**src/tcr_defs.vh**
```
// tcr_defs.vh: constants for the transceiver clock and reset block
// assumes inclusion by bare name from the design files
`ifndef TCR_DEFS_VH
`define TCR_DEFS_VH
// system clock frequencies in kHz for the two line rates
`define TCR_SYS_KHZ_10G 32'd156250
`define TCR_SYS_KHZ_20G 32'd312500
// reconfiguration clock rate in kHz (ref_clk, 40 MHz)
`define TCR_REF_KHZ 32'd40000
// measurement window in ref_clk cycles (4000 cycles, 100 us)
`define TCR_WIN_CYC 16'h0FA0
// window width, zero and step
`define TCR_WIN_W 16
`define TCR_WIN_ZERO 16'h0000
`define TCR_WIN_ONE 16'h0001
// expected tap edges per window: the pll clock arrives through a divide
// by 125, so 1.25 MHz (10G) or 2.5 MHz (20G) over 100 us
`define TCR_EXP_10G 24'h00_007D
`define TCR_EXP_20G 24'h00_00FA
// tolerance on the edge count per window
`define TCR_TOL 24'h00_0010
`define TCR_CNT_ZERO 24'h00_0000
`define TCR_CNT_ONE 24'h00_0001
// lock needs this many good windows in a row, then one more good window (four in all)
`define TCR_GOOD_NEED 4'h3
`define TCR_GOOD_ZERO 4'h0
`define TCR_GOOD_ONE 4'h1
// synchroniser bank size and bit positions
`define TCR_SYNC_N 5
`define TCR_SYNC_SHARED 0
`define TCR_SYNC_RATE 1
`define TCR_SYNC_PLL 2
`define TCR_SYNC_DIFF 3
`define TCR_SYNC_SINGLE 4
`endif

```
**src/tcr_clock_reset.v**
```verilog
// tcr_clock_reset.v: clock checker, lock and reset sequencing
// assumes ref_clk is the stable reconfiguration clock at 40 MHz,
// quad_pll_clk is the quad pll clock after a divide by 125, and clock
// pads are outside.
`include "tcr_defs.vh"

module tcr_clock_reset (
  input wire ref_clk,
  input wire reset_n,
  input wire shared_in_core,
  input wire rate_20g,
  input wire refclk_single,
  input wire refclk_pos,
  input wire refclk_neg,
  input wire quad_pll_clk,
  output reg core_system_clock,
  output reg pll_freq_locked,
  output reg refclk_fwd,
  output reg cfg_done,
  output reg core_reset_n
);
  // configuration states, one-hot
  localparam ST_RESET = 4'b0001;
  localparam ST_MEASURE = 4'b0010;
  localparam ST_LOCKED = 4'b0100;
  localparam ST_LOST = 4'b1000;

  reg rst_meta_q;
  reg rst_sync_q;
  wire rst_n_int;
  wire shared_s;
  wire rate_s;
  wire pll_s;
  wire diff_s;
  wire single_s;
  reg pll_prev_q;
  reg [`TCR_WIN_W-1:0] win_q;
  reg [23:0] edge_q;
  reg [3:0] good_q;
  reg [3:0] state_q;
  reg [3:0] state_d;
  reg win_ok;
  wire [23:0] exp_cnt;
  wire win_end;
  wire ref_sel;
  wire [`TCR_SYNC_N-1:0] sync_in;
  wire [`TCR_SYNC_N-1:0] sync_out;
  wire pll_rise;
  wire win_lo_ok;
  wire win_hi_ok;
  wire good_full;
  reg [3:0] good_d;

  // reset release through two flip-flops
  always @(posedge ref_clk or negedge reset_n)
  begin
    if (!reset_n)
    begin
      rst_meta_q <= 1'b0;
      rst_sync_q <= 1'b0;
    end
    else
    begin
      rst_meta_q <= 1'b1;
      rst_sync_q <= rst_meta_q;
    end
  end
  assign rst_n_int = rst_sync_q;

  // pin and foreign clock inputs gathered for the synchroniser bank
  assign sync_in[`TCR_SYNC_SHARED] = shared_in_core;
  assign sync_in[`TCR_SYNC_RATE] = rate_20g;
  assign sync_in[`TCR_SYNC_PLL] = quad_pll_clk;
  assign sync_in[`TCR_SYNC_DIFF] = refclk_pos & ~refclk_neg;
  assign sync_in[`TCR_SYNC_SINGLE] = refclk_single;

  // one two flip-flop synchroniser per input, all on ref_clk
  genvar gi;
  generate
    for (gi = 0; gi < `TCR_SYNC_N; gi = gi + 1)
    begin : g_sync
      tcr_sync2 tcr_sync2_i (
        .clk(ref_clk),
        .rst_n(rst_n_int),
        .din(sync_in[gi]),
        .dout(sync_out[gi])
      );
    end
  endgenerate

  // synchronised copies by name
  assign shared_s = sync_out[`TCR_SYNC_SHARED];
  assign rate_s = sync_out[`TCR_SYNC_RATE];
  assign pll_s = sync_out[`TCR_SYNC_PLL];
  assign diff_s = sync_out[`TCR_SYNC_DIFF];
  assign single_s = sync_out[`TCR_SYNC_SINGLE];

  // reference source choice by shared logic placement
  assign ref_sel = shared_s ? diff_s : single_s;
  assign exp_cnt = rate_s ? `TCR_EXP_20G : `TCR_EXP_10G;
  assign win_end = (win_q == `TCR_WIN_ZERO);

  // lower and upper bounds of the edge count check
  assign win_lo_ok = (edge_q + `TCR_TOL >= exp_cnt);
  assign win_hi_ok = (edge_q <= exp_cnt + `TCR_TOL);

  // window check on the edge count
  always @*
  begin
    win_ok = win_lo_ok && win_hi_ok;
  end

  // rising edge of the sampled pll clock
  assign pll_rise = pll_s && !pll_prev_q;

  // edge counting over a ref_clk window
  always @(posedge ref_clk or negedge rst_n_int)
  begin
    if (!rst_n_int)
    begin
      pll_prev_q <= 1'b0;
      win_q <= `TCR_WIN_CYC;
      edge_q <= `TCR_CNT_ZERO;
    end
    else
    begin
      pll_prev_q <= pll_s;
      if (win_end)
      begin
        win_q <= `TCR_WIN_CYC;
        edge_q <= `TCR_CNT_ZERO;
      end
      else
      begin
        win_q <= win_q - `TCR_WIN_ONE;
        if (pll_rise)
          edge_q <= edge_q + `TCR_CNT_ONE;
      end
    end
  end

  // configuration state machine on the stable clock
  always @*
  begin
    state_d = state_q;
    case (state_q)
      ST_RESET:
      begin
        state_d = ST_MEASURE;
      end
      ST_MEASURE:
      begin
        if (win_end && win_ok && good_full)
          state_d = ST_LOCKED;
      end
      ST_LOCKED:
      begin
        if (win_end && !win_ok)
          state_d = ST_LOST;
      end
      ST_LOST:
      begin
        state_d = ST_MEASURE;
      end
      default:
      begin
        state_d = ST_RESET;
      end
    endcase
  end

  // enough good windows in a row seen
  assign good_full = (good_q == `TCR_GOOD_NEED);

  // good-window count, cleared outside measuring or on a bad window
  always @*
  begin
    good_d = good_q;
    if (state_q != ST_MEASURE)
      good_d = `TCR_GOOD_ZERO;
    else if (win_end && !win_ok)
      good_d = `TCR_GOOD_ZERO;
    else if (win_end && !good_full)
      good_d = good_q + `TCR_GOOD_ONE;
  end

  // state and good-window counter
  always @(posedge ref_clk or negedge rst_n_int)
  begin
    if (!rst_n_int)
    begin
      state_q <= ST_RESET;
      good_q <= `TCR_GOOD_ZERO;
    end
    else
    begin
      state_q <= state_d;
      good_q <= good_d;
    end
  end

  // registered outputs
  always @(posedge ref_clk or negedge rst_n_int)
  begin
    if (!rst_n_int)
    begin
      core_system_clock <= 1'b0;
      pll_freq_locked <= 1'b0;
      refclk_fwd <= 1'b0;
      cfg_done <= 1'b0;
      core_reset_n <= 1'b0;
    end
    else
    begin
      core_system_clock <= pll_s;
      pll_freq_locked <= (state_d == ST_LOCKED);
      refclk_fwd <= shared_s & ref_sel;
      cfg_done <= (state_q == ST_LOCKED);
      core_reset_n <= (state_q == ST_LOCKED);
    end
  end
endmodule // tcr_clock_reset

```
**src/tcr_sync2.v**
```verilog
// tcr_sync2.v: two flip-flop level synchroniser
// assumes a level input from another domain and an active-low async reset
module tcr_sync2 (
  input wire clk,
  input wire rst_n,
  input wire din,
  output reg dout
);
  reg meta_q;

  // first stage feeds only the second stage
  always @(posedge clk or negedge rst_n)
  begin
    if (!rst_n)
    begin
      meta_q <= 1'b0;
      dout <= 1'b0;
    end
    else
    begin
      meta_q <= din;
      dout <= meta_q;
    end
  end
endmodule // tcr_sync2

```
**config.mk**
```make
export PLATFORM = sky130hd
export DESIGN_NAME = tcr_clock_reset
export DESIGN_NICKNAME = d
export VERILOG_FILES = /design/src/tcr_clock_reset.v /design/src/tcr_sync2.v
export VERILOG_INCLUDE_DIRS = /design/src
export SDC_FILE = /design/constraint.sdc
export NUM_CORES = 1
export LEC_CHECK = 0
export ABC_AREA = 1
export BUFFER_PORTS_ARGS = -buffer_cell sky130_fd_sc_hd__buf_4
export CAP_MARGIN = 20
export CORE_ASPECT_RATIO = 1.25
export CORE_MARGIN = 2
export CORE_UTILIZATION = 23
export CTS_CLUSTER_SIZE = 12
export DETAILED_ROUTE_END_ITERATION = 7
export MAX_ROUTING_LAYER = met4
export SETUP_SLACK_MARGIN = 0.4
export SYNTH_ARGS = -nofsm -noshare
export SYNTH_HDL_FRONTEND = slang
export SYNTH_SLANG_ARGS = --single-unit
export TNS_END_PERCENT = 5
```
**constraint.sdc**
```tcl
create_clock -name ref_clk -period 3.33 [get_ports ref_clk]
set_input_delay 0.4995 -clock ref_clk [delete_from_list [all_inputs] [get_ports ref_clk]]
set_output_delay 0.4995 -clock ref_clk [all_outputs]
set_load 0.02 [all_outputs]
```
Yosys cells after proc, flatten, opt, wreduce, memory -nomap -nowiden
Cells that the tools add are included.

RAM bits: 0. Flip-flop bits (word level): 64. Bits in latches: 0. Memories: 0. ROM bits: 0. Input bits: 8.

Equality and inequality tests: 7. Bitwise gates (word level): 3. Muxes and demuxes: 11. Add/sub/neg operators: 5. $mul: 0. Shift-type cells: 0. $lt $le $gt $ge: 2. Div/mod/pow operators: 0. Reduce and logical (&&, ||, !) cells: 13.

Operator list (number): two-way mux 24 bit (2); adder 24 x 1 -> 24 bit, second input constant (1); adder 24 x 5 -> 24 bit, second input constant (1); >= comparator 24 x 8 -> 1 bit (1); <= comparator 24 x 9 -> 1 bit (1); two-way mux 4 bit (5); zero test 16 bit (1); two-way mux 16 bit (1); subtractor 16 x 1 -> 16 bit, second input constant (1); case mux 4 bit (3 select lines) (1); adder 8 x 5 -> 9 bit, second input constant (1); == test 4 x 2 -> 1 bit, second input constant (2); == test 4 x 3 -> 1 bit, second input constant (2); two-way mux 8 bit (1); logical AND 1 bit (6); adder 4 x 1 -> 4 bit, second input constant (1); == test 4 x 1 -> 1 bit, second input constant (1); == test 4 bit, second input constant (1); != test 4 x 2 -> 1 bit, second input constant (1); zero test 1 bit (3); nonzero test 3 bit (1); AND 1 bit (2); nonzero test 2 bit (1); OR reduction 2 bit (1); 2 further kinds (2).

Logic depth before layout (Yosys ltp)
Gate-level depths: netlist (run 1).

Depth in word-level cells: 9. Depth in mapped cells: 18.

Cells and area by module
Synthesis (run 1) repeated with hierarchy kept, for this count alone.

Cells, all modules: 460. Area total of the unflattened synthesis: 3504.6 µm².

By module, submodules not included: tcr_clock_reset (times used 1, area each 3304.4 µm², cells each 452, seq. area each 1360.1 µm²); tcr_sync2 (times used 4, area each 50.0 µm², cells each 2, seq. area each 50.0 µm²).

Worst setup path after synthesis (run 1)
OpenSTA, ideal clock, no wires.

Kind: register to register. Start: register edge_q[5]. End: register good_q[1]. Library setup time: 118 ps. Data arrival time: 1842 ps. Buffers on the path: 0. Path slack: 1369 ps. Period minus slack after synthesis: 1961 ps. Cell stages (with the launch flop): 19. Path through: dfrtp_1 -> nand2_2 -> nor2_4 -> inv_2 -> nand2_1 -> inv_1 -> ha_1 -> nand2_1 -> nor2_1 -> nand2_1 -> inv_1 -> nor2_1 -> nand2_1 -> nor2_2 -> nand3_2 -> nand2_1 -> nand2_2 -> nand4_1 -> nand2_1.

Cells in the longest elaborated chain, start to end: 7. Elaborated cells between the ends (all ways): 9. Those cells by class: add/sub (1); order compare (2); mux (2); reduce/logical (4).

RTL lines: start, declared (RTL line tcr_clock_reset.v:38) `reg [23:0] edge_q;`; start signal, assigned (RTL line tcr_clock_reset.v:123) `` edge_q <= `TCR_CNT_ZERO; ``; start signal, assigned (RTL line tcr_clock_reset.v:131) `` edge_q <= `TCR_CNT_ZERO; ``; start signal, assigned (RTL line tcr_clock_reset.v:137) `` edge_q <= edge_q + `TCR_CNT_ONE; ``; adder 24 x 5 -> 24 bit (no line); >= comparator 24 x 8 -> 1 bit (RTL line tcr_clock_reset.v:104) `` assign win_lo_ok = (edge_q + `TCR_TOL >= exp_cnt); ``; logical AND 1 bit * (RTL line tcr_clock_reset.v:110) `win_ok = win_lo_ok && win_hi_ok;`; zero test 1 bit * (RTL line tcr_clock_reset.v:181) `else if (win_end && !win_ok)`; logical AND 1 bit * (RTL line tcr_clock_reset.v:181); two-way mux 4 bit (RTL line tcr_clock_reset.v:181); two-way mux 4 bit (RTL line tcr_clock_reset.v:179) `if (state_q != ST_MEASURE)`; end signal, assigned (RTL line tcr_clock_reset.v:193) `` good_q <= `TCR_GOOD_ZERO; ``; end signal, assigned (RTL line tcr_clock_reset.v:198) `good_q <= good_d;`; end, declared (RTL line tcr_clock_reset.v:39) `reg [3:0] good_q;`.

Mark *: on every way between the ends. The rest lies on a longest branch, timed or not. A chain may end at the register's enable or synchronous reset.

Worst setup path in the final report (run 1)
Start: register edge_q[6]. End: register good_q[1].

Same word-level chain as after synthesis.

==> summary.txt, run 1 <==
CTS
  • Num CTS Buffers: 9
  • CTS tree: yes
  • Htree depth: 3
  • Clk buf depth: 2
  • Clock sink total: 62
  • Clock slew at reported path FFs: 0.05 ns
  • Post-CTS setup buffers: 0
  • Later-pin clock latency in the skew report: 0.34 ns
  • Root buffer cell: clkbuf_16

GRT
  • GRT Overall Usage: 11.2%
  • Initial antenna violation count: 0
  • Largest net degree at the start of global routing: 34
  • Vias in the first global route: 3,026
  • First-pass GRT wire length: 13,900 um
  • Residual overflow from global routing: 0

Drt
  • Detailed Route Iter0 Violations: 190
  • Total number of vias: 3,042
  • DRT Pass-1 Iters: 4
  • DRT antenna net count: 0
  • DR vias/cell: 4.21
  • Residual DRC: 0
  • DRT Wirelength: 8090 um
  • DR WL/cell: 11.2 um

Die
  • Initial Utilization: 23.2%
  • IO Count: 13
  • Chip height: 144 um
  • Total core area: 15,400 um^2
  • Die W: 116 um
  • Die area: 16,600 um^2
  • Row count: 51

STA
  • FMAX: 0.442 GHz
  • RSZ-0062 raised after global routing: no
  • Fin crit period: 2.26 ns
  • Post-route setup TNS: 0 ns
  • Final Max Tran Viols: 0
  • Final period util: 67.9%
  • Final-report setup violation count: 0
  • Clock Skew: 0.00482 ns
  • Worst Tran Pin Value: 0.822 ns
  • Max transition margin: 45.1%
  • Final Hold Vio Count: 0
  • Hold Slack: 0.266 ns

Synthesis
  • Syn. warnings: 0
  • Cells after Synth: 484
  • Commonest cells post-synth: 111 x nand2_1, 69 x inv_1, 67 x nor2_1
  • Number of synthesized flops with an enable pin: 0
  • Flops & latches, synth: 62
  • Dominant cell type by area after synthesis: dfrtp_1
  • Synthesized net count: 501
  • Register area share after synthesis: 43.5%
  • Synth top area cells: dfrtp_1 38%, nand2_1 12%, inv_1 7.2%
  • Synth top area share: 38.4%
  • Synth Flop Type: dfrtp_1
  • Mapped Avg Cell Area: 7.40 um^2
  • Most common cell in the netlist: nand2_1
  • Post-synth ARST share: 100%
  • Post-Synthesis Cell Area: 3580 um^2
  • Library cells used by synthesis: 36

Setup path
  • Worst setup startpoint: edge_q[6]
  • CP required: 3.55 ns
  • Startpoint Class: flop
  • Max Fanout on Critical Path: 7
  • Worst EP arrival: 2.48 ns
  • CP endpoint kind: flop
  • Worst setup endpoint: good_q[1]
  • Reg2reg end: good_q[1]
  • Crit Path Class: reg -> reg
  • FF-to-FF setup slack: 1.07 ns
  • R2R Path Start: edge_q[6]
  • R2R depth: 18

Run
  • Max Cap Viol: 0

Layout
  • Design area: 4310 um^2
  • Filler instances: 1,711
  • Core Util, Final: 27.9%
  • Share of layout cells above drive strength 1: 13.7%
  • Area growth, synth to finish: 20.3%
  • Final layout net count: 522
  • ANT cells: 0

Place
  • DP HPWL: 5940 um
  • Gpl congestion: 0.870
  • DP Area: 3920 um^2
  • PortBufs: 11

Power and ir drop
  • Static leakage: 0.00200 uW
  • Worst vdd ir: 0.000248 V
  • Power per cell area: 503 nW/um^2

Status
  • Status: finished clean

Min path
  • Hold Path Class: in -> reg
[power by group]
group          switching (uW)  internal [uW]  total [uW]  leakage, uW
Clock                     340            825        1170     0.000179
Sequential               48.3            789         838     0.000787
Combinational             100           63.8         164      0.00104
Total                     489           1680        2170      0.00200
[through the flow]
stage               worst slack, ns  std cells  total power (uW)
floorplan                      1.37        484               967
global placement               1.06        704              1010
detailed placement             1.06        704              1020
CTS                            1.04        721              2200
global route                  0.862        722              2260
finish                         1.07        722              2170
[repair_timing]
action	CTS	global route
gates resized for setup	0	0
hold endpoints to repair	2	0
hold buffers	1	0
[kinds of logic after synthesis]
group	Yosys count	share of synthesized area [%]
compound gates	42	6.15
xor+xnor	11	2.69
fa+ha+maj	9	3.14
buf+inv	79	8.41
flops	62	43.5
other cells	1	0.105
simple gates	280	36.0
[cells in the final DEF (no fill, tap or decap), types with 6 or more instances in the layout]
| cell type | n |
|---|---|
| dfrtp_1 | 54 |
| nor4_1 | 6 |
| nand2_2 | 6 |
| buf_4 | 13 |
| inv_1 | 69 |
| nor3_1 | 17 |
| ha_1 | 9 |
| dfstp_2 | 7 |
| xor2_1 | 9 |
| nor2_4 | 6 |
| o21ai_0 | 12 |
| nand3_1 | 33 |
| a21oi_1 | 21 |
| nand4_1 | 15 |
| clkbuf_16 | 9 |
| nand2_1 | 111 |
| nor2_1 | 67 |
| nor2_2 | 10 |
[per-layer routing]
layer | GRT usage, % | wire [um]
met1 | 12.0 | 3520
met4 | 6.77 | 301
met5 | - | 0
met3 | 1.69 | 142
met2 | 19.3 | 4120
[flip-flops by register name, summed over array words and instances, names as in the netlist, 4 cells and up]
register	count
good_q	4
edge_q	24
g_sync.tcr_sync2_i.dout	4
win_q	16
g_sync.tcr_sync2_i.meta_q	4
state_q	4
[layout make-up]
cell class	count	area [um^2]	area share, %
clock buffer	10	239	5.54
multi-input combinational	343	1720	39.9
tap	212	265	6.15
inverter	74	278	6.44
sequential	62	1560	36.2
clock inverter	6	133	3.08
timing repair buffer	15	113	2.61
[worst max-delay path, cell delays in order, from the launching register on]
cell	delay (ns)
dfrtp_1	0.47
nand2_2	0.15
nor2_4	0.18
inv_2	0.09
nand2_1	0.06
inv_1	0.04
ha_1	0.26
nand2_1	0.06
nor2_1	0.03
nand2_1	0.07
inv_1	0.04
nor2_1	0.09
nand2_1	0.09
nor2_2	0.10
nand3_2	0.09
nand2_1	0.10
nand2_2	0.08
nand4_1	0.10
nand2_1	0.05
[how the worst min path moves through the flow]
stage                                        end  slack (ns)  cells after the start          from
finish              g_sync[2].tcr_sync2_i.meta_q        0.27                      1  quad_pll_clk
global route        g_sync[2].tcr_sync2_i.meta_q        0.26                      1  quad_pll_clk
CTS                 g_sync[2].tcr_sync2_i.meta_q        0.26                      1  quad_pll_clk
detailed placement                    rst_meta_q        0.29                      1       reset_n
global placement                      rst_meta_q        0.29                      1       reset_n
floorplan                             rst_meta_q        0.20                      0       reset_n
Note: power is estimated with default switching activity, not from simulation.
==> run 2, diff against run 1 <==
==> constraint.sdc (replaced) <==
create_clock -name ref_clk -period 2.1 [get_ports ref_clk]
set_input_delay 0.315 -clock ref_clk [delete_from_list [all_inputs] [get_ports ref_clk]]
set_output_delay 0.315 -clock ref_clk [all_outputs]
set_load 0.02 [all_outputs]
==> run 2 against run 1 <==
Against the previous run: sequential power increased by 55%; final cell count rose by 3.0%; via count rose by 3.4%; clock power grew 56%; register-to-register slack got worse by 0.97 ns; clock-buffer cell count is the same.
==> summary.txt, run 2 (synthesis results as in run 1) <==
STA
  • Hold Slack: 0.0866 ns
  • Fin crit period: 2.00 ns
  • FMAX: 0.500 GHz
  • Post-route setup TNS: 0 ns
  • Final Max Tran Viols: 0
  • RSZ-0062 raised after global routing: yes
  • Final Hold Vio Count: 0
  • Final-report setup violation count: 0
  • Final period util: 95.3%
  • Clock Skew: 0.00800 ns

Drt
  • Total number of vias: 3,145
  • DR WL/cell: 11.3 um
  • Residual DRC: 0
  • Detailed Route Iter0 Violations: 166
  • DRT Pass-1 Iters: 5
  • DRT Wirelength: 8410 um
  • DRT antenna net count: 0
  • DR vias/cell: 4.23

Power and ir drop
  • Clk pwr share: 52.1%
  • Static leakage: 0.00210 uW
  • Flop pwr share: 37.3%
  • Worst vdd ir: 0.000326 V
  • Internal power: 2680 uW
  • Switching power: 815 uW
  • Power per cell area: 758 nW/um^2
  • Sw frac: 23.3%
  • Logic pwr share: 10.6%

CTS
  • CTS tree: yes
  • Htree depth: 3
  • Clock slew at reported path FFs: 0.05 ns
  • Clock sink total: 62
  • Num CTS Buffers: 9
  • Root buffer cell: clkbuf_16
  • Clk buf depth: 2
  • Later-pin clock latency in the skew report: 0.34 ns

GRT
  • Residual overflow from global routing: 0
  • Largest net degree at the start of global routing: 61
  • First-pass GRT wire length: 14,500 um
  • Initial antenna violation count: 0
  • GRT Overall Usage: 11.6%
  • Vias in the first global route: 3,160

Min path
  • Hold Path Class: in -> reg

Layout
  • Area growth, synth to finish: 28.6%
  • Commonest non-fill, non-tap cells in the layout: 107 x nand2_1, 65 x inv_1, 55 x nor2_1
  • Largest registers: edge_q (24), win_q (16)
  • ANT cells: 0
  • Sequential Area: 1570 um^2
  • Share of layout cells above drive strength 1: 22.4%
  • Area taken by multi-input logic gates: 1840 um^2
  • Max FFs per register: 24
  • Core Util, Final: 29.8%
  • Design area: 4610 um^2
  • Most common cell after layout, fill and taps aside: nand2_1
  • Top reg by flops: edge_q
  • Filler instances: 1,709
  • Final layout net count: 544

Die
  • Row count: 51
  • Die area: 16,600 um^2
  • IO Count: 13
  • Total core area: 15,400 um^2
  • Chip height: 144 um
  • Die W: 116 um
  • Initial Utilization: 23.2%

Place
  • DP Area: 4080 um^2
  • DP HPWL: 6150 um
  • Gpl congestion: 0.859
  • PortBufs: 11

Run
  • Max Cap Viol: 0

Setup path
  • Crit Path Class: reg -> reg
  • Worst EP arrival: 2.22 ns
  • CP required: 2.32 ns
  • Startpoint Class: flop
  • Max Fanout on Critical Path: 4
  • CP endpoint kind: flop
  • FF-to-FF setup slack: 0.1 ns

Status
  • Status: finished clean
-- run 2: cell types whose count changed in the layout (fill, tap and decap cells not counted), moves of 2 or more --
cell / previous run / this run
buf_4: 13 / 34
dfrtp_1: 54 / 50
dfrtp_2: 1 / 5
inv_1: 69 / 65
inv_2: 4 / 6
nand2_1: 111 / 107
nand2_2: 6 / 9
nor2_1: 67 / 55
nor2_2: 10 / 14
nor2_4: 6 / 14
nor4_1: 6 / 3
nor4_2: 0 / 2
-- run 2: final cells by class --
cell class | count | area share (%)
well taps | 212 | 5.76
inverters | 74 | 6.16
clock buffers | 10 | 4.97
flip-flops and latches | 62 | 34.0
clock inverters | 6 | 2.91
repair buffers | 37 | 6.35
multi-input cells | 343 | 39.9
-- run 2: power groups by stage --
stage	combinational, uW	clock (uW)	sequential (uW)
final	370	1820	1300
after global placement	320	0	1330
after global routing	430	1920	1310
after detailed placement	324	0	1330
after floorplan	194	0	1340
after CTS	348	1870	1300
-- run 2: layer usage --
metal  up-vias  track usage, %  part of all wire, %
met1      1459            12.8                   43
li1       1627               -                    -
met2        39            19.4                   51
met4         0            6.27                  3.5
met5         -               -                    0
met3        20            2.32                  2.1
-- run 2: stage by stage --
| stage | setup slack (ns) | power [uW] | std cells |
|---|---|---|---|
| final | 0.0991 | 3490 | 744 |
| after global routing | -0.0782 | 3660 | 744 |
| after CTS | 0.0965 | 3520 | 741 |
| after detailed placement | 0.0318 | 1650 | 723 |
| after global placement | 0.0449 | 1650 | 723 |
| after floorplan | 0.139 | 1530 | 484 |
-- run 2: final timing paths --
kind,from,to,cells past startpoint
min reg2reg,rst_n_int,g_sync[3].tcr_sync2_i.dout,1
min in group asynchronous,rst_n_int,g_sync[3].tcr_sync2_i.dout,1
max in group asynchronous,rst_n_int,win_q[11],1
max,edge_q[7],good_q[1],18
max reg2reg,edge_q[7],good_q[1],18
min,quad_pll_clk,g_sync[2].tcr_sync2_i.meta_q,1
-- run 2: worst max-delay path, cell delays in order, from the launching register on --
cell and delay, ns:
dfrtp_2 0.40, nand2_2 0.08, nor2_4 0.12, inv_2 0.04
nand2_1 0.05, inv_1 0.04, ha_1 0.26, nand2_1 0.06
nor2_1 0.04, nand2_1 0.07, inv_1 0.04, nor2_1 0.10
nand2_1 0.08, nor2_2 0.12, nand3_2 0.09, nand3_2 0.11
nand2_4 0.07, nand3_1 0.07, nand2_1 0.05
-- run 2: repair_timing --
action / in CTS / in global routing
pin swaps: 1 / 7
hold buffers: 1 / 0
setup buffers: 1 / 2
endpoints found under the hold margin: 2 / 0
gates resized for setup: 4 / 35
setup endpoints to repair: 35 / 45
==> run 3, diff against run 2 <==
--- a/config.mk
+++ b/config.mk
@@ -15,6 +15,7 @@
 export CTS_CLUSTER_SIZE = 12
 export DETAILED_ROUTE_END_ITERATION = 7
 export MAX_ROUTING_LAYER = met4
+export REMOVE_ABC_BUFFERS = 1
 export SETUP_SLACK_MARGIN = 0.4
 export SYNTH_ARGS = -nofsm -noshare
 export SYNTH_HDL_FRONTEND = slang
==> run 3 against run 2 <==
Against the previous run: register-to-register slack worse by 0.05 ns; clock skew down 0.0018 ns; global-route usage down 0.10 points; cell area down 0.38%; highest routed layer unchanged.
==> summary.txt, run 3 (synthesis results as in run 1) <==
Setup path
  • Worst EP arrival: 2.27 ns
  • CP required: 2.32 ns
  • Worst path max stage delay: 0.37 ns
  • Max Fanout on Critical Path: 6
  • CP endpoint kind: flop
  • Worst path cell trace: nand2_1 > nor2_2 > nand2_1 > nor2_1 > nand2_1 > nand2_1 > nand2_1 > nand2_1 > nor2_2 > nand3_2 > nand3_2 > buf_4 > o21ai_1 > nand2_1
  • Critical Path Most Common Cell: nand2_1
  • Critical-path top delay cell: dfrtp_1
  • CP delay by family, top: simple AND/OR/NAND/NOR gates
  • CP bufs+invs: 1
  • Crit Path Class: reg -> reg
  • Startpoint Class: flop

Drt
  • Detailed Route Iter0 Violations: 90
  • DR vias/cell: 4.24
  • Total number of vias: 3,163
  • Metal3 WL: 175 um
  • DRT Pass-1 Iters: 4
  • DR WL/cell: 11.0 um
  • DRT Wirelength: 8230 um
  • DRT antenna net count: 0
  • Met2 wire len: 4330 um
  • Residual DRC: 0
  • Metal1 wirelength: 3380 um
  • Highest routed layer: met4

Layout
  • Commonest non-fill, non-tap cells in the layout: 106 x nand2_1, 62 x inv_1, 54 x nor2_1
  • Largest registers: edge_q (24), win_q (16)
  • Area growth, synth to finish: 28.1%
  • Core Util, Final: 29.7%
  • Top reg by flops: edge_q
  • Filler instances: 1,725
  • ANT cells: 0
  • Max FFs per register: 24
  • Most common cell after layout, fill and taps aside: nand2_1
  • Share of layout cells above drive strength 1: 24.0%
  • Final layout net count: 546

Power and ir drop
  • Worst vdd ir: 0.000294 V
  • Static leakage: 0.00212 uW
  • Tot Pwr: 3250 uW
  • Power per cell area: 708 nW/um^2

Place
  • DP HPWL: 6180 um
  • PortBufs: 11
  • Gpl congestion: 0.849

GRT
  • Largest net degree at the start of global routing: 43
  • Residual overflow from global routing: 0
  • GRT Overall Usage: 11.5%
  • Vias in the first global route: 3,199
  • First-pass GRT wire length: 14,400 um
  • Initial antenna violation count: 0

Min path
  • Hold Path Class: in -> reg

STA
  • Final-report setup violation count: 0
  • Clock Skew: 0.00621 ns
  • Final period util: 97.5%
  • FMAX: 0.488 GHz
  • Hold Slack: 0.0871 ns
  • RSZ-0062 raised after global routing: yes
  • Worst Tran Pin Value: 0.620 ns
  • Final Max Tran Viols: 0
  • Max transition margin: 58.5%
  • Post-route setup TNS: 0 ns
  • Final Hold Vio Count: 0
  • Fin crit period: 2.05 ns

Die
  • Initial Utilization: 23.2%
  • IO Count: 13
  • Chip height: 144 um
  • Die W: 116 um
  • Row count: 51
  • Total core area: 15,400 um^2
  • Die area: 16,600 um^2

CTS
  • Clock sink total: 62
  • Clk buf depth: 2
  • CTS tree: yes
  • Later-pin clock latency in the skew report: 0.33 ns
  • Num CTS Buffers: 9
  • Clock slew at reported path FFs: 0.05 ns
  • Htree depth: 3
  • Root buffer cell: clkbuf_16

Run
  • Max Cap Viol: 0

Status
  • Status: finished clean
run 3: cell types whose count changed in the layout (fill, tap and decap cells not counted), sizes merged:
cell and change:
buf +3, clkbuf +1, clkinv -1, inv +1, bufinv -2
run 3: routing by layer:
metal	global-route usage [%]	vias to the layer above
li1	-	1639
met2	20.0	38
met3	1.98	22
met4	7.96	0
met1	11.6	1464
met5	-	-
run 3: area by class of cell:
class / count / area (um^2) / share of cell area (%)
multi-input cells: 343 / 1850 / 40.3
flip-flops and latches: 62 / 1570 / 34.1
repair buffers: 39 / 312 / 6.79
inverters: 74 / 280 / 6.11
well taps: 212 / 265 / 5.78
clock buffers: 12 / 246 / 5.37
clock inverters: 4 / 72.6 / 1.58
run 3: per-stage QoR:
step	instances	cell area, um^2	setup slack, ns
2_1_floorplan	479	3560	0.0219
3_3_place_gp	723	4080	0.00158
3_5_place_dp	723	4080	0.0462
4_1_cts	742	4430	0.0583
5_1_grt	746	4590	-0.123
6_report	746	4590	0.0520
run 3: path summary, 6_finish.rpt:
kind	start	to	slack, ns	cells past startpoint
max reg2reg	edge_q[9]	state_q[1]	0.05	14
min	rate_20g	g_sync[1].tcr_sync2_i.meta_q	0.09	1
min reg2reg	rst_n_int	g_sync[1].tcr_sync2_i.meta_q	0.21	0
max	edge_q[9]	state_q[1]	0.05	14
max in group asynchronous	rst_n_int	state_q[0]	1.25	1
min in group asynchronous	rst_n_int	g_sync[1].tcr_sync2_i.meta_q	0.21	0
run 3: worst register-to-register path, stage by stage, from the launching register on:
cell and delay [ns]:
dfrtp_1 0.37, nand2_1 0.17, nor2_2 0.28, nand2_1 0.15, nor2_1 0.17, nand2_1 0.07
nand2_1 0.06, nand2_1 0.04, nand2_1 0.08, nor2_2 0.05, nand3_2 0.08, nand3_2 0.10
buf_4 0.14, o21ai_1 0.11, nand2_1 0.06
run 3: power by group:
part / total (uW) / internal (uW) / switching (uW)
logic: 346 / 140 / 205
clock network: 1600 / 1070 / 528
registers: 1310 / 1250 / 57.8
run 3: repair_timing:
action | in CTS | in global routing
endpoints found under the hold margin | 2 | 0
hold buffers | 1 | 0
pin swaps | 0 | 15
setup endpoints to repair | 26 | 46
buffers inserted | 2 | 4
gates resized for setup | 2 | 45
